**config.mk**
```make
export PLATFORM = sky130hd
export DESIGN_NAME = timer_pair_control
export DESIGN_NICKNAME = d
export VERILOG_FILES = /design/src/rtl/timer_pkg.sv /design/src/rtl/sync_two_flop.sv /design/src/rtl/prescale_divider.sv /design/src/rtl/timer_pair_control.sv
export SDC_FILE = /design/constraint.sdc
export NUM_CORES = 1
export LEC_CHECK = 0
export BUFFER_PORTS_ARGS = -buffer_cell sky130_fd_sc_hd__buf_4
export CAP_MARGIN = 20
export CORE_ASPECT_RATIO = 1.5
export CORE_MARGIN = 2
export CORE_UTILIZATION = 41
export DETAILED_ROUTE_END_ITERATION = 8
export GPL_TIMING_DRIVEN = 0
export PLACE_DENSITY = 0.64
export SLEW_MARGIN = 30
export SYNTH_ARGS = -nofsm -noshare
export SYNTH_HDL_FRONTEND = slang
export SYNTH_SLANG_ARGS = --single-unit
```
**constraint.sdc**
```tcl
create_clock -name mclk_in -period 5.97 [get_ports mclk_in]
set_input_delay 0.8955 -clock mclk_in [delete_from_list [all_inputs] [get_ports mclk_in]]
set_output_delay 0.8955 -clock mclk_in [all_outputs]
set_load 0.01 [all_outputs]
```
**src/rtl/timer_pkg.sv**
```systemverilog
// Purpose: Shared constants for the paired general-purpose timer block.
// Assumes: AXI4-Lite register access, 32-bit data, one clock domain.
// Notes: Register offsets are byte addresses.
package timer_pkg;

	// Register bus geometry
	localparam int ADDR_W = 8;
	localparam logic [ADDR_W-1:0] OFF_CTRL_EVEN = 8'h00;
	localparam logic [ADDR_W-1:0] OFF_COUNT_EVEN = 8'h04;
	localparam logic [ADDR_W-1:0] OFF_CTRL_ODD = 8'h08;
	localparam logic [ADDR_W-1:0] OFF_COUNT_ODD = 8'h0C;

	// Control register field positions
	localparam int BIT_ON = 15;
	localparam int BIT_IDLE_STOP = 13;
	localparam int BIT_GATE = 7;
	localparam int PRESCALE_MSB = 6;
	localparam int PRESCALE_LSB = 4;
	localparam int BIT_PAIR = 3;
	localparam int BIT_CLK_SRC = 1;

	// Implemented control bits of each timer
	localparam logic [31:0] MASK_EVEN = 32'h0000A0FA;
	localparam logic [31:0] MASK_ODD = 32'h0000A0F2;

	// Reset values
	localparam logic [31:0] CTRL_RESET = 32'h00000000;
	localparam logic [15:0] COUNT_RESET = 16'h0000;
	localparam logic [7:0] DIV_RESET = 8'h00;

	// Bus responses
	localparam logic [1:0] RESP_OKAY = 2'h0;
	localparam logic [1:0] RESP_SLVERR = 2'h2;

	// Last prescaler count before a tick, per select code
	function automatic logic [7:0] prescale_last(input logic [2:0] sel);
		logic [7:0] last;
		case (sel)
			3'h0: last = 8'h00;
			3'h1: last = 8'h01;
			3'h2: last = 8'h03;
			3'h3: last = 8'h07;
			3'h4: last = 8'h0F;
			3'h5: last = 8'h1F;
			3'h6: last = 8'h3F;
			default: last = 8'hFF;
		endcase
		return last;
	endfunction

endpackage

```
**src/rtl/sync_two_flop.sv**
```systemverilog
// Purpose: Two-stage synchroniser for a pin input.
// Assumes: Input is asynchronous to mclk_in.
// Notes: Only the second stage leaves this module.
`timescale 1ns/10ps
module sync_two_flop (
	input wire logic mclk_in,
	input wire logic reset_n_in,
	input wire logic ce_in,
	input wire logic async_in,
	output logic sync_out
);
	logic stage1_q, stage1_d; // First stage, read only by second
	logic stage2_q, stage2_d; // Settled level

	// Next values, frozen while clock enable is low
	always_comb begin
		stage1_d = ce_in ? async_in : stage1_q;
		stage2_d = ce_in ? stage1_q : stage2_q;
	end

	// Register both stages
	always_ff @(posedge mclk_in or negedge reset_n_in) begin
		if (!reset_n_in) begin
			stage1_q <= 1'b0;
			stage2_q <= 1'b0;
		end else begin
			stage1_q <= stage1_d;
			stage2_q <= stage2_d;
		end
	end

	assign sync_out = stage2_q;
endmodule

```
**src/rtl/prescale_divider.sv**
```systemverilog
// Purpose: Input prescaler dividing count events by 1 to 256.
// Assumes: event_in is a one-cycle qualifier on mclk_in.
// Notes: Counter clears while disabled so a restart begins fresh.
`timescale 1ns/10ps
module prescale_divider (
	input wire logic mclk_in,
	input wire logic reset_n_in,
	input wire logic ce_in,
	input wire logic enable_in,
	input wire logic event_in,
	input wire logic [2:0] select_in,
	output logic tick_out
);
	import timer_pkg::*;

	logic [7:0] count_q, count_d; // Events seen since last tick
	logic at_last; // Count reached the selected terminal

	// Tick on the event that completes the selected ratio
	assign at_last = (count_q >= prescale_last(select_in));
	assign tick_out = ce_in & enable_in & event_in & at_last;

	// Next count
	always_comb begin
		count_d = count_q;
		if (ce_in) begin
			if (!enable_in) begin
				count_d = DIV_RESET; // Idle divider restarts
			end else if (event_in) begin
				count_d = at_last ? DIV_RESET : count_q + 8'h01;
			end
		end
	end

	// Register the count
	always_ff @(posedge mclk_in or negedge reset_n_in) begin
		if (!reset_n_in) begin
			count_q <= DIV_RESET;
		end else begin
			count_q <= count_d;
		end
	end
endmodule

```
**src/rtl/timer_pair_control.sv**
```systemverilog
// Purpose: Even/odd general-purpose timer pair with control registers.
// Assumes: AXI4-Lite slave on mclk_in; pins ext_clk_in, gate_in are asynchronous.
// Notes: Counters wrap freely; writes to a count win over counting.
`timescale 1ns/10ps
module timer_pair_control (
	input wire logic mclk_in,
	input wire logic reset_n_in,
	input wire logic ce_in,
	input wire logic idle_mode_in,
	input wire logic ext_clk_in,
	input wire logic gate_in,
	input wire logic [timer_pkg::ADDR_W-1:0] awaddr_in,
	input wire logic awvalid_in,
	output logic awready_out,
	input wire logic [31:0] wdata_in,
	input wire logic [3:0] wstrb_in,
	input wire logic wvalid_in,
	output logic wready_out,
	output logic [1:0] bresp_out,
	output logic bvalid_out,
	input wire logic bready_in,
	input wire logic [timer_pkg::ADDR_W-1:0] araddr_in,
	input wire logic arvalid_in,
	output logic arready_out,
	output logic [31:0] rdata_out,
	output logic [1:0] rresp_out,
	output logic rvalid_out,
	input wire logic rready_in
);
	import timer_pkg::*;

	logic wr_fire, rd_fire; // Accepted write and read
	logic bvalid_q, bvalid_d, rvalid_q, rvalid_d; // Pending responses
	logic [1:0] bresp_q, bresp_d, rresp_q, rresp_d; // Response codes
	logic [31:0] rdata_q, rdata_d; // Read data
	logic [31:0] ctrl_even_q, ctrl_even_d; // Even timer control
	logic [31:0] ctrl_odd_q, ctrl_odd_d; // Odd timer control
	logic [15:0] cnt_even_q, cnt_even_d; // Even count, low half when paired
	logic [15:0] cnt_odd_q, cnt_odd_d; // Odd count, high half when paired
	logic ext_prev_q, ext_prev_d; // Last external clock level
	logic ext_sync, gate_sync, ext_edge; // Synchronised pins
	logic [31:0] lane_mask; // Byte strobes widened to bits
	logic [31:0] ctrl_even_rd, ctrl_odd_rd; // Control read views
	logic wr_ctrl_even, wr_ctrl_odd, wr_cnt_even, wr_cnt_odd; // Write targets
	logic on_e, idle_stop_e, gate_e, tcs_e, paired; // Even fields
	logic on_o, idle_stop_o, gate_o, tcs_o; // Odd fields
	logic [2:0] psel_e, psel_o; // Prescale selects
	logic run_e, run_o, evt_e, evt_o, tick_e, tick_o; // Count path
	logic [31:0] pair_sum; // Joined count plus one

	// Pin synchronisers
	sync_two_flop u_sync_ext (
		.mclk_in(mclk_in),
		.reset_n_in(reset_n_in),
		.ce_in(ce_in),
		.async_in(ext_clk_in),
		.sync_out(ext_sync)
	);
	sync_two_flop u_sync_gate (
		.mclk_in(mclk_in),
		.reset_n_in(reset_n_in),
		.ce_in(ce_in),
		.async_in(gate_in),
		.sync_out(gate_sync)
	);

	// Field decode
	assign on_e = ctrl_even_q[BIT_ON];
	assign idle_stop_e = ctrl_even_q[BIT_IDLE_STOP];
	assign tcs_e = ctrl_even_q[BIT_CLK_SRC];
	assign gate_e = ctrl_even_q[BIT_GATE] & ~tcs_e;
	assign psel_e = ctrl_even_q[PRESCALE_MSB:PRESCALE_LSB];
	assign paired = ctrl_even_q[BIT_PAIR];
	assign on_o = ctrl_odd_q[BIT_ON];
	assign idle_stop_o = ctrl_odd_q[BIT_IDLE_STOP];
	assign tcs_o = ctrl_odd_q[BIT_CLK_SRC];
	assign gate_o = ctrl_odd_q[BIT_GATE] & ~tcs_o;
	assign psel_o = ctrl_odd_q[PRESCALE_MSB:PRESCALE_LSB];

	// Rising edge of the external clock after synchronising
	assign ext_edge = ext_sync & ~ext_prev_q;

	// Run conditions; paired odd idle-stop also halts the pair
	assign run_e = on_e & ~(idle_mode_in & idle_stop_e) & ~(paired & idle_mode_in & idle_stop_o);
	assign run_o = ~paired & on_o & ~(idle_mode_in & idle_stop_o);

	// Count event source ahead of the prescaler
	assign evt_e = tcs_e ? ext_edge : (gate_e ? gate_sync : 1'b1);
	assign evt_o = tcs_o ? ext_edge : (gate_o ? gate_sync : 1'b1);

	// Prescalers
	prescale_divider u_div_even (
		.mclk_in(mclk_in),
		.reset_n_in(reset_n_in),
		.ce_in(ce_in),
		.enable_in(run_e),
		.event_in(evt_e),
		.select_in(psel_e),
		.tick_out(tick_e)
	);
	prescale_divider u_div_odd (
		.mclk_in(mclk_in),
		.reset_n_in(reset_n_in),
		.ce_in(ce_in),
		.enable_in(run_o),
		.event_in(evt_o),
		.select_in(psel_o),
		.tick_out(tick_o)
	);

	// Bus handshakes; everything stalls while clock enable is low
	assign awready_out = ce_in & awvalid_in & wvalid_in & ~bvalid_q;
	assign wready_out = awready_out;
	assign arready_out = ce_in & ~rvalid_q;
	assign wr_fire = awvalid_in & wvalid_in & awready_out;
	assign rd_fire = arvalid_in & arready_out;
	assign bvalid_out = bvalid_q & ce_in;
	assign rvalid_out = rvalid_q & ce_in;
	assign bresp_out = bresp_q;
	assign rresp_out = rresp_q;
	assign rdata_out = rdata_q;
	assign lane_mask = {{8{wstrb_in[3]}}, {8{wstrb_in[2]}}, {8{wstrb_in[1]}}, {8{wstrb_in[0]}}};

	// Write decode
	assign wr_ctrl_even = wr_fire & (awaddr_in == OFF_CTRL_EVEN);
	assign wr_ctrl_odd = wr_fire & (awaddr_in == OFF_CTRL_ODD);
	assign wr_cnt_even = wr_fire & (awaddr_in == OFF_COUNT_EVEN);
	assign wr_cnt_odd = wr_fire & (awaddr_in == OFF_COUNT_ODD);

	// Control read views: gate reads zero on external clock
	always_comb begin
		ctrl_even_rd = ctrl_even_q & MASK_EVEN;
		ctrl_odd_rd = ctrl_odd_q & MASK_ODD;
		if (tcs_e) begin
			ctrl_even_rd[BIT_GATE] = 1'b0;
		end
		if (tcs_o) begin
			ctrl_odd_rd[BIT_GATE] = 1'b0;
		end
	end

	// Bus response next values
	always_comb begin
		bvalid_d = bvalid_q;
		bresp_d = bresp_q;
		rvalid_d = rvalid_q;
		rresp_d = rresp_q;
		rdata_d = rdata_q;
		if (ce_in) begin
			// Retire answers the master has taken
			if (bvalid_q & bready_in) begin
				bvalid_d = 1'b0;
			end
			if (rvalid_q & rready_in) begin
				rvalid_d = 1'b0;
			end
			// Write answer
			if (wr_fire) begin
				bvalid_d = 1'b1;
				bresp_d = (wr_ctrl_even | wr_ctrl_odd | wr_cnt_even | wr_cnt_odd) ? RESP_OKAY : RESP_SLVERR;
			end
			// Read answer
			if (rd_fire) begin
				rvalid_d = 1'b1;
				rresp_d = RESP_OKAY;
				case (araddr_in)
					OFF_CTRL_EVEN: rdata_d = ctrl_even_rd;
					OFF_COUNT_EVEN: rdata_d = {16'h0000, cnt_even_q};
					OFF_CTRL_ODD: rdata_d = ctrl_odd_rd;
					OFF_COUNT_ODD: rdata_d = {16'h0000, cnt_odd_q};
					default: begin
						rdata_d = 32'h00000000;
						rresp_d = RESP_SLVERR;
					end
				endcase
			end
		end
	end

	// Register bus response state
	always_ff @(posedge mclk_in or negedge reset_n_in) begin
		if (!reset_n_in) begin
			bvalid_q <= 1'b0;
			bresp_q <= RESP_OKAY;
			rvalid_q <= 1'b0;
			rresp_q <= RESP_OKAY;
			rdata_q <= 32'h00000000;
		end else begin
			bvalid_q <= bvalid_d;
			bresp_q <= bresp_d;
			rvalid_q <= rvalid_d;
			rresp_q <= rresp_d;
			rdata_q <= rdata_d;
		end
	end

	assign pair_sum = {cnt_odd_q, cnt_even_q} + 32'h00000001;

	// Control and count next values
	always_comb begin
		ctrl_even_d = ctrl_even_q;
		ctrl_odd_d = ctrl_odd_q;
		cnt_even_d = cnt_even_q;
		cnt_odd_d = cnt_odd_q;
		ext_prev_d = ce_in ? ext_sync : ext_prev_q;
		// Only implemented bits take writes
		if (wr_ctrl_even) begin
			ctrl_even_d = (ctrl_even_q & ~(MASK_EVEN & lane_mask)) | (wdata_in & MASK_EVEN & lane_mask);
		end
		if (wr_ctrl_odd) begin
			ctrl_odd_d = (ctrl_odd_q & ~(MASK_ODD & lane_mask)) | (wdata_in & MASK_ODD & lane_mask);
		end
		// Counting
		if (paired) begin
			if (tick_e) begin
				cnt_even_d = pair_sum[15:0];
				cnt_odd_d = pair_sum[31:16];
			end
		end else begin
			if (tick_e) begin
				cnt_even_d = cnt_even_q + 16'h0001;
			end
			if (tick_o) begin
				cnt_odd_d = cnt_odd_q + 16'h0001;
			end
		end
		// Software writes to counts win
		if (wr_cnt_even) begin
			cnt_even_d = (cnt_even_q & ~lane_mask[15:0]) | (wdata_in[15:0] & lane_mask[15:0]);
		end
		if (wr_cnt_odd) begin
			cnt_odd_d = (cnt_odd_q & ~lane_mask[15:0]) | (wdata_in[15:0] & lane_mask[15:0]);
		end
	end

	// Register control and counts
	always_ff @(posedge mclk_in or negedge reset_n_in) begin
		if (!reset_n_in) begin
			ctrl_even_q <= CTRL_RESET;
			ctrl_odd_q <= CTRL_RESET;
			cnt_even_q <= COUNT_RESET;
			cnt_odd_q <= COUNT_RESET;
			ext_prev_q <= 1'b0;
		end else begin
			ctrl_even_q <= ctrl_even_d;
			ctrl_odd_q <= ctrl_odd_d;
			cnt_even_q <= cnt_even_d;
			cnt_odd_q <= cnt_odd_d;
			ext_prev_q <= ext_prev_d;
		end
	end

	// Checks
	AST_OFF_HOLDS: assert property (@(posedge mclk_in) disable iff (!reset_n_in)
		(!on_e && !wr_cnt_even) |=> (cnt_even_q == $past(cnt_even_q)))
		else $error("even count moved while disabled");
	AST_IDLE_STOP: assert property (@(posedge mclk_in) disable iff (!reset_n_in)
		(idle_mode_in && idle_stop_e && !wr_cnt_even) |=> (cnt_even_q == $past(cnt_even_q)))
		else $error("even count moved in idle with stop set");
	AST_ODD_IDLE: assert property (@(posedge mclk_in) disable iff (!reset_n_in)
		(paired && idle_mode_in && idle_stop_o && !wr_cnt_even) |=> (cnt_even_q == $past(cnt_even_q)))
		else $error("pair ran in idle with odd stop set");
	AST_GATE_ACCUMULATE_ENABLE_READ: assert property (@(posedge mclk_in) disable iff (!reset_n_in)
		(rd_fire && araddr_in == OFF_CTRL_EVEN && tcs_e) |=> !rdata_q[BIT_GATE])
		else $error("gate bit read as one on external clock");
	AST_GATE_BLOCK: assert property (@(posedge mclk_in) disable iff (!reset_n_in)
		(gate_e && !gate_sync && !wr_cnt_even) |=> (cnt_even_q == $past(cnt_even_q)))
		else $error("gated count moved with gate low");
	AST_PRESCALE_1: assert property (@(posedge mclk_in) disable iff (!reset_n_in)
		(ce_in && run_e && psel_e == 3'h0 && !tcs_e && !gate_e && !wr_cnt_even)
		|=> (cnt_even_q == $past(cnt_even_q) + 16'h0001))
		else $error("divide by one did not count every cycle");
	AST_PRESCALE_2: assert property (@(posedge mclk_in) disable iff (!reset_n_in)
		(tick_e && psel_e == 3'h1) |=> !tick_e)
		else $error("divide by two ticked twice in a row");
	AST_ODD_NO_PAIR: assert property (@(posedge mclk_in) disable iff (!reset_n_in)
		(rd_fire && araddr_in == OFF_CTRL_ODD) |=> !rdata_q[BIT_PAIR])
		else $error("odd pair bit read as one");
	AST_ODD_IGNORED: assert property (@(posedge mclk_in) disable iff (!reset_n_in)
		(paired && !on_o && tick_e && cnt_even_q == 16'hFFFF && !wr_cnt_odd)
		|=> (cnt_odd_q == $past(cnt_odd_q) + 16'h0001))
		else $error("odd half ignored even settings in pair");
	AST_PAIR_CARRY: assert property (@(posedge mclk_in) disable iff (!reset_n_in)
		(paired && tick_e && cnt_even_q == 16'hFFFF && !wr_cnt_even && !wr_cnt_odd)
		|=> (cnt_even_q == 16'h0000 && cnt_odd_q == $past(cnt_odd_q) + 16'h0001))
		else $error("pair carry missing");
	AST_EXT_CLOCK: assert property (@(posedge mclk_in) disable iff (!reset_n_in)
		(tcs_e && !ext_edge && !wr_cnt_even) |=> (cnt_even_q == $past(cnt_even_q)))
		else $error("external clock mode counted without edge");
	AST_RSVD_ZERO: assert property (@(posedge mclk_in) disable iff (!reset_n_in)
		(rd_fire && araddr_in == OFF_CTRL_EVEN) |=> ((rdata_q & ~MASK_EVEN) == 32'h00000000))
		else $error("unimplemented control bit read as one");
	// Clock enable low freezes both counts
	AST_CE_FREEZE: assert property (@(posedge mclk_in) disable iff (!reset_n_in)
		(!ce_in) |=> (cnt_even_q == $past(cnt_even_q) && cnt_odd_q == $past(cnt_odd_q)))
		else $error("count moved while clock enable low");
	// Paired odd half moves only on the even carry
	AST_PAIR_ODD_HOLD: assert property (@(posedge mclk_in) disable iff (!reset_n_in)
		(paired && !wr_cnt_odd && !(tick_e && cnt_even_q == 16'hFFFF)) |=> (cnt_odd_q == $past(cnt_odd_q)))
		else $error("odd half counted on its own in pair");
	// Unpaired odd timer holds while its enable is clear
	AST_ODD_OFF_HOLDS: assert property (@(posedge mclk_in) disable iff (!reset_n_in)
		(!paired && !on_o && !wr_cnt_odd) |=> (cnt_odd_q == $past(cnt_odd_q)))
		else $error("odd count moved while disabled");
endmodule

```
# Word-level counts from Yosys, hierarchy flattened
# Cells that the tools add are included.
word_totals:
  reg_bits: 155
  in_bits: 63
  output_inout_bits: 41
  wordCells: 147
classes:
  add_sub_neg: 5
  n_lt_le_gt_ge: 2
  eq_ne: 21
  n_mux: 29
  bitwise: 58
  reduce_logical: 16
ops:
  columns: ["op", "n"]
  rows:
  - ["$mux 16", 8]
  - ["$pmux 8 s7", 2]
  - ["$and 16x32->32", 2]
  - ["$and 32x32->32", 2]
  - ["$not 16->32", 2]
  - ["$or 32x32->32", 2]
  - ["$pmux 16 s4", 1]
  - ["$and 16x16->16", 3]
  - ["$mux 8", 6]
  - ["$add 16x1->16 const B", 2]
  - ["$add 32x1->32 const B", 1]
  - ["$and 1x1->1", 32]
  - ["$eq 8x4->1 const B", 4]
  - ["$or 16x16->16", 2]
  - ["$eq 3x3->1 const B", 6]
  - ["$add 8x1->8 const B", 2]
  - ["$eq 8x3->1 const B", 2]
  - ["$ge 8x8->1", 2]
  - ["$logic_not 8->1", 2]
  - ["$not 16->16", 1]
  - ["$reduce_and 2->1", 7]
  - ["$eq 3x2->1 const B", 4]
  - ["$mux 1", 10]
  - ["$not 1->1", 9]
  - ["other kinds (9)", 17]

# Longest topological paths before layout
depth:
  word_depth: 10
  depth_mapped: 11
  mapped_depth_nobuf: 9

# Modules after synthesis
# Synthesis repeated with hierarchy kept, for this count alone.
unflattened:
  cells_unflattened: 581
  hier_area_um2: 5486.5
by_module_without_submodules:
  columns: ["module", "n_inst", "cells_each", "area_each_um2"]
  rows:
  - ["timer_pair_control", 1, 428, 3997.6]
  - ["prescale_divider (u_div_even)", 1, 73, 679.4]
  - ["prescale_divider (u_div_odd)", 1, 72, 664.4]
  - ["sync_two_flop", 2, 4, 72.6]

# Worst setup path after synthesis
# OpenSTA, ideal clock, no wires.
synth_path:
  kind: "reg2reg"
  start: "reg with a tool-made name"
  end: "reg with a tool-made name"
  setup_ns: 0.131
  arrival_time_ns: 2.792
  slack_ns: 3.047
  path_stages_with_launch: 12
  period_less_slack_ns: 2.923
  cell_sequence: "dfrtp_1 clkbuf_1 or3_1 ha_1 nand2b_1 a2111o_1 a311oi_2 nor3b_4 or2_2 buf_2 a311oi_1 a211oi_1"

==> flow_summary.yaml <==
outcome:
  status: "finished clean"
cts:
  cts.sink_count: 88
  cts_made_buffers: 9
  worst_skew_pair.late_latency_ps: 350
  cts_resized: 0
  buffers_from_clock_root_to_sink_at_most: 2
  cts-htree-levels: 3
  postCtsSetupBuffers: 0
  cts_tree: "yes"
  cts_hold_buffers: 0
  ctsRootBufferMaster: "clkbuf_16"
  clk_pin_slew_worst_paths_ps: 70
finish:
  net_total_in_the_final_layout: 773
  syn_to_final_growth_pct: 19.2
  most-common-layout-cells: "88 x dfrtp_1, 84 x buf_4, 65 x nand2_1"
  final_layout_size_suffix_gt1_frac: 0.214
  layout.cells.most_common: "dfrtp_1"
  insertedDiodeCount: 0
hold_path:
  hp-start: "rdata_out[8]"
  worst_hold_path_cells: 2
  min_path_type: "reg2reg"
  min_delay_worst_endpoint: "rdata_out[8]"
job:
  maxCapViolations: 0
detailed_routing:
  drt-wirelength-per-cell_um: 18.7
  initialDrtViolationCount: 348
  via_count: 4952
  remaining_drc_errors: 0
  postRouteAntennaNets: 0
  vias_per_cell: 5.80
  routed_wirelength_um: 16000
  dr.pass1.iters: 6
place:
  numPortBuffers: 66
  post-place-ws_ps: 2570
  place_hpwl_um: 12100
  finalWeightedCongestion: 0.906
power_and_ir_drop:
  worst_ir_drop_vdd_mv: 0.137
  intPower_mw: 1.01
  switching_power_uw: 419
  power.sequential.fraction: 0.469
  power.density_nw_per_um2: 219
  power.share.combinational: 0.137
  leakage_nw: 2.97
  p_sw_frac: 0.294
  pwr-share-clk: 0.393
setup_path:
  critPathMaxFanout: 10
  critPathArrivalTime_ps: 3640
  timing_worst_setup_path_type: "reg2reg"
  worst_ep_required_time_ps: 6230
  endpoint_type_of_the_worst_setup_path: "flop"
  rrSetupSlack_ps: 2590
  critPathLaunchType: "flop"
  depth_of_the_worst_register_to_register_path: 11
timing:
  rsz0062_at_grt: "no"
  max-slew-margin-rel: 0.438
  tns_ps: 0
  final.period_utilization: 0.566
  post-route-worst-setup-slack_ps: 2590
  finalHoldViolations: 0
  finalMaxSlewViolations: 0
  period_minus_slack_ps: 3380
  timing.final.setup_violations: 0
  max_freq_ghz: 0.296
  skew_ps: 8.51
  transition_time_of_the_tightest_slew_check_pin_ps: 844
synthesis:
  synth.largest_area_cell: "dfrtp_1"
  synth_top_area_frac: 0.403
  number_of_warnings_printed_during_yosys_synthesis: 0
  synth-edff-count: 0
  post_synth_instance_area_um2: 5470
  syn-instance-count: 596
  synthArstFlopShare: 1.00
  synthTopCellsByArea: "dfrtp_1 40%, o21ai_0 4.9%, mux2_2 4.7%, ha_1 4.6%, nand2_1 4.5%"
  synth-main-ff-cell: "dfrtp_1"
  flip_flop_and_latch_count_after_synthesis: 88
  post_synth.cell_area_avg_um2: 9.17
  synth_cell_types: 70
  synth-seq-area-share: 0.403
floorplanning:
  fp.dieArea_um2: 14300
  pin_count: 104
  core_um2: 13000
  die_height_um: 145
  die_width_um: 98.3
  effective_utilization_at_floorplan: 0.420
  placementRows: 51
grt:
  globalRouteOverflowTotal: 0
  antenna_found_initial: 0
  groute.usage.overall: 0.224
  maximum_number_of_pins_on_one_net_before_global_route_repair: 89
  grt_pass1_vias: 4884
  grt_pass1_wl_um: 25400
area by class of cell:
class                           count  area (µm²)
Buffer                             43         239
Clock buffer                        9         225
Clock inverter                      7        63.8
Fill cell                        1288        6500
Inverter                           14        52.6
Multi-Input combinational cell    468        3040
Sequential cell                    88        2200
Tap cell                          159         199
Timing Repair Buffer               66         499
worst max-delay path by stage:
stage | cells after the start | endpoint | start
2_1_floorplan | 11 | flop | flop
3_3_place_gp | 11 | flop | flop
3_5_place_dp | 11 | flop | flop
4_1_cts | 11 | flop | flop
5_1_grt | 11 | flop | flop
6_report | 11 | flop | flop
cells in the mapped netlist (4+ instances only):
cell	instances
and2_1	7
a22oi_1	8
nand2_1	65
clkbuf_1	18
nand2b_1	8
a311oi_1	4
nand3_1	31
o221a_2	5
nor3b_1	5
mux2_2	23
buf_4	19
or4_1	4
ha_1	20
nor2_1	44
buf_2	5
a211oi_1	9
and3_1	19
or3_1	5
nor2b_1	5
a222oi_1	5
nand4_1	16
mux2i_1	8
o21ai_0	53
nand3b_1	4
dfrtp_1	88
o32ai_1	4
o211ai_1	8
a21oi_1	22
xor2_1	6
inv_1	14
a31oi_1	4
a21o_1	4
worst max-delay path: stages (launching register included):
cell and delay (ps):
dfrtp_1 360, clkbuf_1 180, or3_1 350, ha_1 270
nand2b_1 140, a2111o_1 450, a311oi_2 460, nor3b_4 110
nor2_2 300, buf_2 310, nor2_1 90, a311oi_1 280
per-layer routing:
layer / up-vias / global-route usage / part of all wire
met1: 2354 / 0.274 / 0.41
met2: 181 / 0.390 / 0.50
met3: 39 / 0.0341 / 0.053
met5: - / 0 / 0
met4: 0 / 0.0932 / 0.035
li1: 2378 / - / -
cell families (layout without fill, tap and decap cells):
kind of cell / Yosys count / after routing / share of synthesized area
and+or+nand+nor: 233 / 233 / 0.221
adders and majority gates: 20 / 20 / 0.0458
other: 1 / 18 / 0.000686
DFF: 88 / 88 / 0.403
muxes: 32 / 32 / 0.0662
xor gates and xnor gates: 6 / 6 / 0.00962
AOI/OAI and AO/OA: 159 / 159 / 0.200
buffers and inverters: 57 / 139 / 0.0533
power by group through the flow:
stage          logic [mW]  clock network (mW)  registers [mW]
3_3_place_gp        0.190                   0           0.679
5_1_grt             0.216               0.592           0.672
4_1_cts             0.195               0.568           0.668
6_report            0.196               0.561           0.670
2_1_floorplan       0.117                   0           0.665
3_5_place_dp        0.194                   0           0.679
stage by stage:
| stage | hold slack, ps | area [µm²] | util | total power, mW | cells |
|---|---|---|---|---|---|
| final | 477 | 6520 | 0.501 | 1.43 | 854 |
| after global routing | 514 | 6520 | 0.501 | 1.48 | 854 |
| after CTS | 488 | 6520 | 0.501 | 1.43 | 854 |
| after detailed placement | 474 | 6230 | 0.478 | 0.873 | 838 |
| after global placement | 465 | 6220 | 0.478 | 0.869 | 838 |
| after floorplan | 457 | 5530 | - | 0.782 | 613 |
Power figures use the tool's default switching activity.
